==> src/rtl/pmt_defs.vh <==
// Constants for the five-instance 8-bit period-match timer block.
// Assumes inclusion by the timer top level and the bench; definitions only.
//
// Functional notes
// [RL1] Count up from zero, wrap after matching period.
// [RL2] Each instance has a readable, writable period register.
// [RL3] Period registers reset to all ones.
// [RL4] Unscaled match feeds only the PWM time base.
// [RL5] Control: bit7 zero, postscale, run, prescale fields.
// [RL6] Interrupt bits at positions 0, 2, 4, 5, 6.
// [RL7] Small variant: timers 10 and 12 read zero.
// [RL8] Prescale input clock, postscale matches, then set flag.
`ifndef PMT_DEFS_VH
`define PMT_DEFS_VH

// ---------------------------------------------------------------
// Register map (byte addresses)
// ---------------------------------------------------------------
`define PMT_ADDR_W 8
`define PMT_INST_STRIDE 8'h10
`define PMT_OFS_COUNT 8'h00
`define PMT_OFS_CONTROL 8'h04
`define PMT_OFS_PERIOD 8'h08
`define PMT_OFS_LAST_INST 8'h40
`define PMT_OFS_IRQ_FLAGS 8'h50
`define PMT_OFS_IRQ_ENABLES 8'h54
`define PMT_OFS_IRQ_PRIORITY 8'h58

// ---------------------------------------------------------------
// Control register fields
// ---------------------------------------------------------------
`define PMT_CTL_UNUSED_BIT 7
`define PMT_CTL_POST_HI 6
`define PMT_CTL_POST_LO 3
`define PMT_CTL_RUN_BIT 2
`define PMT_CTL_PRE_HI 1
`define PMT_CTL_PRE_LO 0
`define PMT_CTL_WRITE_MASK 8'h7f

// ---------------------------------------------------------------
// Prescale limits (cycles minus one per tick)
// ---------------------------------------------------------------
`define PMT_PRE_DIV1 4'h0
`define PMT_PRE_DIV4 4'h3
`define PMT_PRE_DIV16 4'hf

// ---------------------------------------------------------------
// Shared interrupt bit positions, packed 3 bits per instance
// ---------------------------------------------------------------
`define PMT_IRQ_POS {3'h6, 3'h5, 3'h4, 3'h2, 3'h0}
`define PMT_IRQ_MASK_LARGE 8'h75
`define PMT_IRQ_MASK_SMALL 8'h15

// ---------------------------------------------------------------
// Reset values
// ---------------------------------------------------------------
`define PMT_RST_COUNT 8'h00
`define PMT_RST_CONTROL 8'h00
`define PMT_RST_PERIOD 8'hff
`define PMT_RST_IRQ 8'h00

// ---------------------------------------------------------------
// Bus answers
// ---------------------------------------------------------------
`define PMT_RESP_OKAY 2'h0
`define PMT_RESP_SLVERR 2'h2

`endif

==> src/rtl/pmt_timer.v <==
// Five 8-bit period-match timers behind an AXI4-Lite register slave.
// Assumes one 40 MHz clock that also serves as the timer input clock,
// and an asynchronous active-low reset.
//
// The implementer's own choices: the AXI4-Lite slave port and the address map.
`timescale 1ns/100ps
`include "pmt_defs.vh"

module pmt_timer #(
    parameter LARGE_MEM = 1
) (
    // Clock and reset
    input wire core_clk,
    input wire reset_n,
    // AXI4-Lite write address
    input wire [7:0] s_axi_awaddr,
    input wire s_axi_awvalid,
    output reg s_axi_awready,
    // AXI4-Lite write data
    input wire [31:0] s_axi_wdata,
    input wire [3:0] s_axi_wstrb,
    input wire s_axi_wvalid,
    output reg s_axi_wready,
    // AXI4-Lite write response
    output reg [1:0] s_axi_bresp,
    output reg s_axi_bvalid,
    input wire s_axi_bready,
    // AXI4-Lite read address
    input wire [7:0] s_axi_araddr,
    input wire s_axi_arvalid,
    output reg s_axi_arready,
    // AXI4-Lite read data
    output reg [31:0] s_axi_rdata,
    output reg [1:0] s_axi_rresp,
    output reg s_axi_rvalid,
    input wire s_axi_rready,
    // PWM time base, one pulse per period match
    output wire [4:0] pwmTimeBase,
    // Shared interrupt register contents
    output reg [7:0] timerIrqFlags,
    output reg [7:0] timerIrqEnables,
    output reg [7:0] timerIrqPriority
);

    localparam NUM_INST = 5;
    localparam [14:0] IRQ_POS = `PMT_IRQ_POS;
    localparam [7:0] IRQ_MASK = (LARGE_MEM != 0) ?
        `PMT_IRQ_MASK_LARGE : `PMT_IRQ_MASK_SMALL;

    // ---------------------------------------------------------------
    // Write channel
    // ---------------------------------------------------------------
    reg awHave_q;
    reg wHave_q;
    reg [7:0] wrAddr_q;
    reg [7:0] wrData_q;
    reg wrByte_q;

    wire doWrite;
    wire wrMapped;
    wire [2:0] wrInst;
    wire [7:0] wrOfs;

    // Write happens once both address and data are held
    assign doWrite = awHave_q && wHave_q && !s_axi_bvalid;

    // Instance in bits 6:4, register in 3:0
    assign wrInst = wrAddr_q[6:4];
    assign wrOfs = {4'h0, wrAddr_q[3:0]};

    // Address and data captured in either order
    always @(posedge core_clk or negedge reset_n) begin
        if (!reset_n) begin
            awHave_q <= 1'b0;
            wHave_q <= 1'b0;
            wrAddr_q <= 8'h00;
            wrData_q <= 8'h00;
            wrByte_q <= 1'b0;
            s_axi_awready <= 1'b0;
            s_axi_wready <= 1'b0;
            s_axi_bvalid <= 1'b0;
            s_axi_bresp <= `PMT_RESP_OKAY;
        end else begin
            // Readies pulse; valid waits
            s_axi_awready <= !awHave_q && !s_axi_awready && !s_axi_bvalid;
            s_axi_wready <= !wHave_q && !s_axi_wready && !s_axi_bvalid;
            if (s_axi_awvalid && s_axi_awready) begin
                awHave_q <= 1'b1;
                wrAddr_q <= {s_axi_awaddr[7:2], 2'b00};
                s_axi_awready <= 1'b0;
            end
            if (s_axi_wvalid && s_axi_wready) begin
                wHave_q <= 1'b1;
                wrData_q <= s_axi_wdata[7:0];
                wrByte_q <= s_axi_wstrb[0];
                s_axi_wready <= 1'b0;
            end
            // Answer once both halves are in
            if (doWrite) begin
                awHave_q <= 1'b0;
                wHave_q <= 1'b0;
                s_axi_bvalid <= 1'b1;
                s_axi_bresp <= wrMapped ? `PMT_RESP_OKAY : `PMT_RESP_SLVERR;
            end else if (s_axi_bvalid && s_axi_bready) begin
                s_axi_bvalid <= 1'b0;
            end
        end
    end

    // ---------------------------------------------------------------
    // Per-instance timers
    // ---------------------------------------------------------------
    wire [39:0] countVec;
    wire [39:0] controlVec;
    wire [39:0] periodVec;
    wire [4:0] flagSet;
    wire [4:0] matchVec;

    genvar gi;
    generate
        for (gi = 0; gi < NUM_INST; gi = gi + 1) begin : gTimer
            localparam PRESENT = (gi < 3) || (LARGE_MEM != 0);
            reg [7:0] count_q;
            reg [7:0] control_q;
            reg [7:0] period_q;
            reg [3:0] preCnt_q;
            reg [3:0] postCnt_q;
            reg match_q;
            reg flagPulse_q;
            reg [3:0] preLimit;

            wire hit;
            wire tick;
            wire wrCount;
            wire wrControl;
            wire wrPeriod;

            // Absent timers ignore writes
            assign hit = doWrite && wrByte_q && PRESENT &&
                (wrInst == gi);
            assign wrCount = hit && (wrOfs == `PMT_OFS_COUNT);
            assign wrControl = hit && (wrOfs == `PMT_OFS_CONTROL);
            assign wrPeriod = hit && (wrOfs == `PMT_OFS_PERIOD);
            // [RL8] prescaled input tick
            assign tick = control_q[`PMT_CTL_RUN_BIT] &&
                (preCnt_q == preLimit);

            // Prescale select decode
            always @* begin
                case (control_q[`PMT_CTL_PRE_HI:`PMT_CTL_PRE_LO])
                    2'b00: preLimit = `PMT_PRE_DIV1;
                    2'b01: preLimit = `PMT_PRE_DIV4;
                    default: preLimit = `PMT_PRE_DIV16;
                endcase
            end

            // Count, prescaler, postscaler and registers
            always @(posedge core_clk or negedge reset_n) begin
                if (!reset_n) begin
                    count_q <= `PMT_RST_COUNT;
                    control_q <= `PMT_RST_CONTROL;
                    // [RL3] period starts at all ones
                    period_q <= `PMT_RST_PERIOD;
                    preCnt_q <= 4'h0;
                    postCnt_q <= 4'h0;
                    match_q <= 1'b0;
                    flagPulse_q <= 1'b0;
                end else begin
                    match_q <= 1'b0;
                    flagPulse_q <= 1'b0;
                    if (control_q[`PMT_CTL_RUN_BIT]) begin
                        preCnt_q <= tick ? 4'h0 : preCnt_q + 4'h1;
                    end
                    if (tick) begin
                        // [RL1] wrap to zero after match
                        if (count_q == period_q) begin
                            count_q <= 8'h00;
                            match_q <= 1'b1;
                            // [RL8] postscale matches to flag
                            if (postCnt_q ==
                                control_q[`PMT_CTL_POST_HI:`PMT_CTL_POST_LO])
                            begin
                                postCnt_q <= 4'h0;
                                flagPulse_q <= 1'b1;
                            end else begin
                                postCnt_q <= postCnt_q + 4'h1;
                            end
                        end else begin
                            count_q <= count_q + 8'h01;
                        end
                    end
                    // Writes to count or control clear both scalers
                    if (wrCount || wrControl) begin
                        preCnt_q <= 4'h0;
                        postCnt_q <= 4'h0;
                    end
                    if (wrCount) begin
                        count_q <= wrData_q;
                    end
                    // [RL5] bit 7 is never stored
                    if (wrControl) begin
                        control_q <= wrData_q & `PMT_CTL_WRITE_MASK;
                    end
                    // [RL2] period written at any time
                    if (wrPeriod) begin
                        period_q <= wrData_q;
                    end
                end
            end

            assign countVec[gi*8 +: 8] = count_q;
            assign controlVec[gi*8 +: 8] = control_q;
            assign periodVec[gi*8 +: 8] = period_q;
            assign flagSet[gi] = flagPulse_q;
            // [RL4] unscaled match goes only to PWM time base
            assign matchVec[gi] = match_q;
        end
    endgenerate

    // Taken ahead of the postscaler
    assign pwmTimeBase = matchVec;

    // ---------------------------------------------------------------
    // Shared interrupt registers
    // ---------------------------------------------------------------
    reg [7:0] flagSetBits;
    integer k;

    // [RL6] spread instance events onto their bit positions
    always @* begin
        flagSetBits = 8'h00;
        for (k = 0; k < NUM_INST; k = k + 1) begin
            flagSetBits[IRQ_POS[k*3 +: 3]] = flagSet[k];
        end
    end

    // Flags, enables and priorities; a set wins over a clear
    always @(posedge core_clk or negedge reset_n) begin
        if (!reset_n) begin
            timerIrqFlags <= `PMT_RST_IRQ;
            timerIrqEnables <= `PMT_RST_IRQ;
            timerIrqPriority <= `PMT_RST_IRQ;
        end else begin
            // [RL7] absent positions stay zero
            if (doWrite && wrByte_q &&
                (wrAddr_q == `PMT_OFS_IRQ_FLAGS)) begin
                timerIrqFlags <= (wrData_q | flagSetBits) & IRQ_MASK;
            end else begin
                timerIrqFlags <= (timerIrqFlags | flagSetBits) & IRQ_MASK;
            end
            if (doWrite && wrByte_q &&
                (wrAddr_q == `PMT_OFS_IRQ_ENABLES)) begin
                timerIrqEnables <= wrData_q & IRQ_MASK;
            end
            if (doWrite && wrByte_q &&
                (wrAddr_q == `PMT_OFS_IRQ_PRIORITY)) begin
                timerIrqPriority <= wrData_q & IRQ_MASK;
            end
        end
    end

    // ---------------------------------------------------------------
    // Address decode
    // ---------------------------------------------------------------
    // Unlisted addresses answer SLVERR
    function mapped;
        input [7:0] addr;
        reg [7:0] ofs;
        begin
            ofs = {4'h0, addr[3:0]};
            if ((addr == `PMT_OFS_IRQ_FLAGS) ||
                (addr == `PMT_OFS_IRQ_ENABLES) ||
                (addr == `PMT_OFS_IRQ_PRIORITY)) begin
                mapped = 1'b1;
            end else if (addr <= (`PMT_OFS_LAST_INST + `PMT_OFS_PERIOD)) begin
                mapped = (ofs == `PMT_OFS_COUNT) ||
                    (ofs == `PMT_OFS_CONTROL) ||
                    (ofs == `PMT_OFS_PERIOD);
            end else begin
                mapped = 1'b0;
            end
        end
    endfunction

    assign wrMapped = mapped(wrAddr_q);

    // ---------------------------------------------------------------
    // Read channel
    // ---------------------------------------------------------------
    reg [7:0] rdByte;

    wire [7:0] rdAddr;
    wire [2:0] rdInst;
    wire [7:0] rdOfs;
    wire rdPresent;

    assign rdAddr = {s_axi_araddr[7:2], 2'b00};
    assign rdInst = rdAddr[6:4];
    assign rdOfs = {4'h0, rdAddr[3:0]};

    // Upper two timers on large variant only
    assign rdPresent = (rdInst < 3'h3) || (LARGE_MEM != 0);

    // Read data select; absent instances read zero
    always @* begin
        rdByte = 8'h00;
        if (rdAddr == `PMT_OFS_IRQ_FLAGS) begin
            rdByte = timerIrqFlags;
        end else if (rdAddr == `PMT_OFS_IRQ_ENABLES) begin
            rdByte = timerIrqEnables;
        end else if (rdAddr == `PMT_OFS_IRQ_PRIORITY) begin
            rdByte = timerIrqPriority;
        end else if (rdPresent && (rdInst < 3'h5)) begin
            case (rdOfs)
                `PMT_OFS_COUNT: rdByte = countVec[rdInst*8 +: 8];
                `PMT_OFS_CONTROL: rdByte = controlVec[rdInst*8 +: 8];
                `PMT_OFS_PERIOD: rdByte = periodVec[rdInst*8 +: 8];
                default: rdByte = 8'h00;
            endcase
        end
    end

    // Single outstanding read, answered the cycle after the address
    always @(posedge core_clk or negedge reset_n) begin
        if (!reset_n) begin
            s_axi_arready <= 1'b0;
            s_axi_rvalid <= 1'b0;
            s_axi_rdata <= 32'h00000000;
            s_axi_rresp <= `PMT_RESP_OKAY;
        end else begin
            s_axi_arready <= !s_axi_rvalid && !s_axi_arready;
            if (s_axi_arvalid && s_axi_arready) begin
                s_axi_arready <= 1'b0;
                s_axi_rvalid <= 1'b1;
                s_axi_rdata <= {24'h000000, rdByte};
                s_axi_rresp <= mapped(rdAddr) ? `PMT_RESP_OKAY :
                    `PMT_RESP_SLVERR;
            end else if (s_axi_rvalid && s_axi_rready) begin
                s_axi_rvalid <= 1'b0;
            end
        end
    end

endmodule // pmt_timer

==> config.mk <==
export PLATFORM = sky130hd
export DESIGN_NAME = pmt_timer
export DESIGN_NICKNAME = d
export VERILOG_FILES = /design/src/rtl/pmt_timer.v
export VERILOG_INCLUDE_DIRS = /design/src /design/src/rtl
export SDC_FILE = /design/constraint.sdc
export NUM_CORES = 1
export LEC_CHECK = 0
export BUFFER_PORTS_ARGS = -buffer_cell sky130_fd_sc_hd__buf_2
export CORE_AREA = 2 2 204 206
export DETAILED_ROUTE_END_ITERATION = 6
export DIE_AREA = 0 0 206 208
export PLACE_DENSITY = 0.43
export SETUP_SLACK_MARGIN = 0.3
export SLEW_MARGIN = 30
export SYNTH_ARGS = -nofsm -noshare
export SYNTH_HDL_FRONTEND = slang
export SYNTH_SLANG_ARGS = --single-unit
==> constraint.sdc <==
create_clock -name core_clk -period 2.7 [get_ports core_clk]
set_input_delay 0.54 -clock core_clk [delete_from_list [all_inputs] [get_ports core_clk]]
set_output_delay 0.54 -clock core_clk [all_outputs]
set_load 0.02 [all_outputs]
==> results of run 1 <==
cells by family (layout without fill, tap and decap cells):
family                     after synthesis  count (layout)  share of synthesized area [%]
other                                    1              36                        0.03096
muxes                                  114             114                          10.91
DFF                                    212             212                          44.21
AOI/OAI and AO/OA                      297             297                          16.90
buffers and inverters                  116             189                          5.009
adders and majority gates               19              19                          1.962
and+or+nand+nor                        363             363                          16.14
xor gates and xnor gates                67              67                          4.844
critical path, cell delays in order (launching register included):
cell	delay, ns
dfrtp_1	0.43
and4b_1	0.68
nand2_1	0.24
nor3_1	0.28
buf_4	0.20
mux2_2	0.33
metal layers:
layer	track usage, %	part of all wire, %	up-vias
met5	0	0	-
met4	3.793	1.8	0
met3	3.164	4.5	46
met2	26.87	44	203
met1	27.39	50	4769
li1	-	-	4519
cells in the mapped netlist, drive strengths merged, types with 5 or more instances:
cell type	instances
nor3	25
a21oi	53
nand4	19
o21a	8
nor4	11
dfstp	40
a31o	24
a211oi	10
nor2	52
mux2i	15
a221oi	15
or3	8
xnor2	40
o21ai	76
mux2	94
a22oi	21
inv	14
mux4	5
a22o	6
dfrtp	172
nor2b	16
a211o	8
o221ai	6
a31oi	9
ha	19
nand3	35
clkbuf	44
xor2	27
and3	27
nand2b	17
a21o	5
nor3b	12
o31ai	10
nand2	95
o41ai	12
and2	15
a32o	8
buf	57
nand3b	13
power breakdown:
group          internal [mW]  leakage, nW  switching [mW]  total [mW]
sequential              4.24         2.72            1.69        5.93
clock                   2.31        0.453            1.44        3.75
combinational           2.24         3.07            3.22        5.46
total                   8.78         6.24            6.36        15.1
per-stage QoR:
stage | instances | utilization (%) | setup WS (ns) | power, mW | hold slack (ns)
6_report | 1829 | 34.83 | 0.4143 | 15.14 | -0.002769
5_1_grt | 1829 | 34.83 | 0.3033 | 16.12 | 0.03502
4_1_cts | 1828 | 34.81 | 0.4166 | 15.26 | 0.02938
3_5_place_dp | 1780 | 32.55 | 0.1453 | 11.42 | 0.4233
3_3_place_gp | 1780 | 32.54 | 0.1673 | 11.36 | 0.4195
2_1_floorplan | 1223 | - | 0.4910 | 9.036 | 0.2444
final timing paths:
check	startpoint	endpoint	slack (ns)	cells past startpoint
max in group asynchronous	reset_n	gTimer[3].period_q[3]	1.89	2
worst min register to register	gTimer[0].flagPulse_q	timerIrqFlags[0]	0.43	1
min in group core_clk	s_axi_bready	s_axi_bvalid	0.16	2
worst min-delay path	reset_n	gTimer[1].preCnt_q[0]	-0.003	1
worst max register to register	s_axi_bvalid	timerIrqPriority[6]	0.41	5
worst max-delay path	s_axi_bvalid	timerIrqPriority[6]	0.41	5
cell type report:
cell class	instances	area, um2	area share (%)
Timing Repair Buffer	126	838.3	5.936
Inverter	15	56.30	0.3987
Sequential cell	212	5359	37.94
Antenna cell	1	2.502	0.01772
Tap cell	532	665.6	4.713
Multi-Input combinational cell	895	6284	44.49
Clock inverter	7	121.4	0.8593
Clock buffer	41	797.0	5.643
sequential cells by signal (all words and copies together) (netlist names), 5 cells and up:
signal / count
gTimer.count_q: 40
gTimer.period_q: 40
gTimer.control_q: 35
gTimer.postCnt_q: 20
gTimer.preCnt_q: 20
s_axi_rdata: 8
wrData_q: 8
wrAddr_q: 6
gTimer.flagPulse_q: 5
gTimer.match_q: 5
timerIrqEnables: 5
timerIrqFlags: 5
timerIrqPriority: 5
==> impl_metrics.yaml, run 1 <==
outcome:
  outcome: "complete, but fails checks"
  violations: "negative hold slack"
global_routing:
  grt_pass1_vias: 9344
  grt_pass1_wl_um: 59570
  track_usage_pct: 18.12
  antenna_found_initial: 1
  grt_overflow: 0
  grt_start_max_net_pins: 78
detailed_routing:
  ant_nets: 0
  drc_errors: 0
  wl_um: 38870
  vias: 9537
  drtIter0Drc: 667
  vias_per_cell: 5.214
  wl_per_cell_um: 21.25
  first_pass_iters: 5
synthesis:
  avgSynthCellArea_um2: 10.19
  netlist_top_cells_area: "dfrtp_1 (36%), mux2_2 (8.7%), dfstp_2 (8.7%), o21ai_0 (3.1%), nand2_1 (2.9%)"
  synth_ff_type: "dfrtp_1"
  yosysSeqAreaShare_pct: 44.21
  synth-seq-cells: 212
  synth_area_um2: 12110
  syn_inst: 1189
  synth_edf_count: 0
  yosysTopAreaCell: "dfrtp_1"
  yosysTopAreaCellShare_pct: 35.53
  synth_cell_types: 76
  yosys_warnings: 0
  async_reset_ff_share_pct: 100.0
floorplan:
  rows: 74
  core_um2: 40550
  die_x_um: 206
  num_io_pins: 129
  dieArea_um2: 42850
  start_util_pct: 29.87
  fp.dieH_um: 208
cts:
  clock-sinks: 212
  cts_buffers: 26
  worstSkewPairLatency_ns: 0.56
  postCtsSetupBuffers: 0
  clk_pin_slew_ns: 0.06
  postCtsHoldBufs: 0
  cts_buffer_depth: 3
  cts_resized: 0
  root_buffer: "clkbuf_16"
  htreeDepth: 1
  cts_tree: "done"
sta:
  finalSetupViolCount: 0
  period_share_pct: 84.66
  relSlewSlack_pct: 34.03
  rsz0062_at_grt: "no"
  fin_tns_setup_ns: 0
  slew_viol_final: 0
  finalCriticalPeriod_ns: 2.286
  hold_ws_ns: -0.002769
  tightest_slew_ns: 0.9895
  hold_violations: 1
  fin_skew_ns: 0.02692
  max_freq_mhz: 437.5
finish:
  area_growth_pct: 16.59
  final_common_cell: "dfrtp_1"
  fillers: 4211
  layout.nets: 1354
  final_cell_area_um2: 14120
  mostFrequentLayoutCells: "dfrtp_1 (169), nand2_1 (94), mux2_2 (94)"
  drive_gt1_share_pct: 27.31
worst_setup_path:
  critPathLaunchType: "flip-flop"
  path_max_fanout: 11
  cp.required_ns: 3.14
  endpoint_kind: "flip-flop"
  path_class: "reg2reg"
  arrival_ns: 2.72
hold_path:
  hp-class: "in2async"
placement:
  place_area_um2: 13200
  dp_hpwl_um: 27400
  port-buffer-count: 62
  gp_congestion: 0.8250
power:
  p_per_area_nw_per_um2: 1072
  vdd_drop_max_uv: 545.8
  p_leak_nw: 6.244
flow_run:
  drv_cap: 0
(Power assumes the default switching activity.)
==> run 2: changes to the inputs <==
--- a/config.mk
+++ b/config.mk
@@ -10,7 +10,7 @@
 export CORE_AREA = 2 2 204 206
 export DETAILED_ROUTE_END_ITERATION = 6
 export DIE_AREA = 0 0 206 208
-export PLACE_DENSITY = 0.43
+export PLACE_DENSITY = 0.45
 export SETUP_SLACK_MARGIN = 0.3
 export SLEW_MARGIN = 30
 export SYNTH_ARGS = -nofsm -noshare
==> constraint.sdc (replaced) <==
create_clock -name core_clk -period 1.96 [get_ports core_clk]
set_input_delay 0.392 -clock core_clk [delete_from_list [all_inputs] [get_ports core_clk]]
set_output_delay 0.392 -clock core_clk [all_outputs]
set_load 0.02 [all_outputs]
==> impl_metrics.yaml, run 2 (same netlist as run 1, synthesis figures left out) <==
floorplan:
  dieArea_um2: 42850
  num_io_pins: 129
  fp.dieH_um: 208
  core_um2: 40550
  rows: 74
  start_util_pct: 29.87
  die_x_um: 206
finish:
  fillers: 3957
  final_common_cell: "buf_4"
  layout.nets: 1567
  area_growth_pct: 43.40
  reg.largest.list: "gTimer.count_q x40, gTimer.period_q x40, gTimer.control_q x35"
  drive_gt1_share_pct: 48.71
  postLayoutCoreUtil_pct: 42.84
  mostFrequentLayoutCells: "buf_4 (198), dfrtp_1 (168), nand2_1 (79)"
placement:
  gp_congestion: 0.8958
  port-buffer-count: 62
  dp_hpwl_um: 30290
cts:
  clk_pin_slew_ns: 0.06
  worstSkewPairLatency_ns: 0.55
  clock-sinks: 212
  root_buffer: "clkbuf_16"
  cts_tree: "done"
  htreeDepth: 1
  cts_buffers: 27
  cts_buffer_depth: 3
global_routing:
  track_usage_pct: 19.68
  grt_start_max_net_pins: 64
  antenna_found_initial: 0
  grt_overflow: 0
  grt_pass1_vias: 10420
  grt_pass1_wl_um: 64500
worst_setup_path:
  crit_start: "gTimer[1].preCnt_q[3]"
  r2r_start: "gTimer[1].preCnt_q[3]"
  r2r_end: "gTimer[1].postCnt_q[0]"
  reg2reg_depth: 5
  endpoint_kind: "flip-flop"
  path_class: "reg2reg"
  critPathLaunchType: "flip-flop"
  cp.required_ns: 2.44
  r2r_slack_ns: 0.06
  arrival_ns: 2.38
  path_max_fanout: 4
hold_path:
  holdPathEnd: "s_axi_rvalid"
  hp-class: "in2reg"
  hold_depth: 2
  worst_hold_startpoint: "s_axi_rready"
power:
  fin_total_pwr_mw: 25.90
  vdd_drop_max_uv: 894.4
  p_leak_nw: 7.797
  p_per_area_nw_per_um2: 1491
sta:
  fin_skew_ns: 0.01103
  hold_violations: 0
  rsz0062_at_grt: "yes"
  tightest_slew_ns: 0.7821
  relSlewSlack_pct: 47.86
  slew_viol_final: 0
  max_freq_mhz: 525.1
  finalSetupViolCount: 0
  finalCriticalPeriod_ns: 1.904
  period_share_pct: 97.17
detailed_routing:
  ant_nets: 0
  wl_per_cell_um: 21.13
  drtIter0Drc: 875
  wl_um: 43150
  drc_errors: 0
  first_pass_iters: 5
  vias: 10630
  vias_per_cell: 5.207
flow_run:
  drv_cap: 0
outcome:
  outcome: "completed"
==> run 2: worst max path at each step <==
| stage | endpoint | cells past startpoint | slack, ns |
|---|---|---|---|
| 6_report | gTimer[1].postCnt_q[0] | 5 | 0.06 |
| 5_1_grt | gTimer[1].postCnt_q[0] | 6 | -0.008 |
| 4_1_cts | gTimer[2].postCnt_q[0] | 6 | 0.06 |
| 3_5_place_dp | s_axi_rdata[2] | 9 | -0.39 |
| 3_3_place_gp | s_axi_rdata[4] | 9 | -0.36 |
| 2_1_floorplan | s_axi_rdata[4] | 8 | -0.03 |
==> run 2: power by group <==
group	switching [mW]	internal (mW)	total, mW
Combinational	7.20	6.39	13.6
Sequential	1.57	5.85	7.42
Clock	2.00	2.89	4.88
Total	10.8	15.1	25.9
==> run 2: metal layers <==
metal  routed length, um  global-route usage (%)
met5                   0                       0
met4                1132                   5.271
met3                1822                   2.350
met2               20790                   31.99
met1               19410                   27.56
==> run 2: layout make-up <==
cell class | count | area, um2 | area share (%)
Multi-Input combinational cell | 898 | 7533 | 43.37
Clock buffer | 41 | 788.3 | 4.538
Sequential cell | 212 | 5360 | 30.86
Antenna cell | 1 | 2.502 | 0.01441
Clock inverter | 8 | 73.82 | 0.4249
Tap cell | 532 | 665.6 | 3.832
Inverter | 15 | 68.82 | 0.3961
Timing Repair Buffer | 335 | 2879 | 16.57
==> run 2: metrics by stage <==
stage	hold slack, ns	worst slack (ns)	cells	area [um2]	TNS (ns)
CTS	0.02615	0.05744	1998	16400	0
global placement	0.2978	-0.3641	1899	14540	-1.685
detailed placement	0.2943	-0.3875	1899	14540	-1.795
floorplan	0.09641	-0.02784	1223	12760	-0.03736
finish	0.04184	0.05552	2042	17370	0
global route	0.04414	-0.007721	2041	17370	-0.007721
==> run 2: critical path: stages, from the launching register on <==
cell and delay (ns):
dfrtp_1 0.37, or4b_1 0.53, a21o_1 0.23, and2_4 0.18, or4_1 0.39, a21oi_1 0.13
==> run 2: what timing repair did <==
action | CTS | global route
pin swaps | 63 | 60
hold endpoints to repair | 27 | 0
gates cloned | 4 | 4
setup buffers | 44 | 39
endpoints found under the setup margin | 151 | 182
hold buffers | 2 | 0
resized for setup | 129 | 128
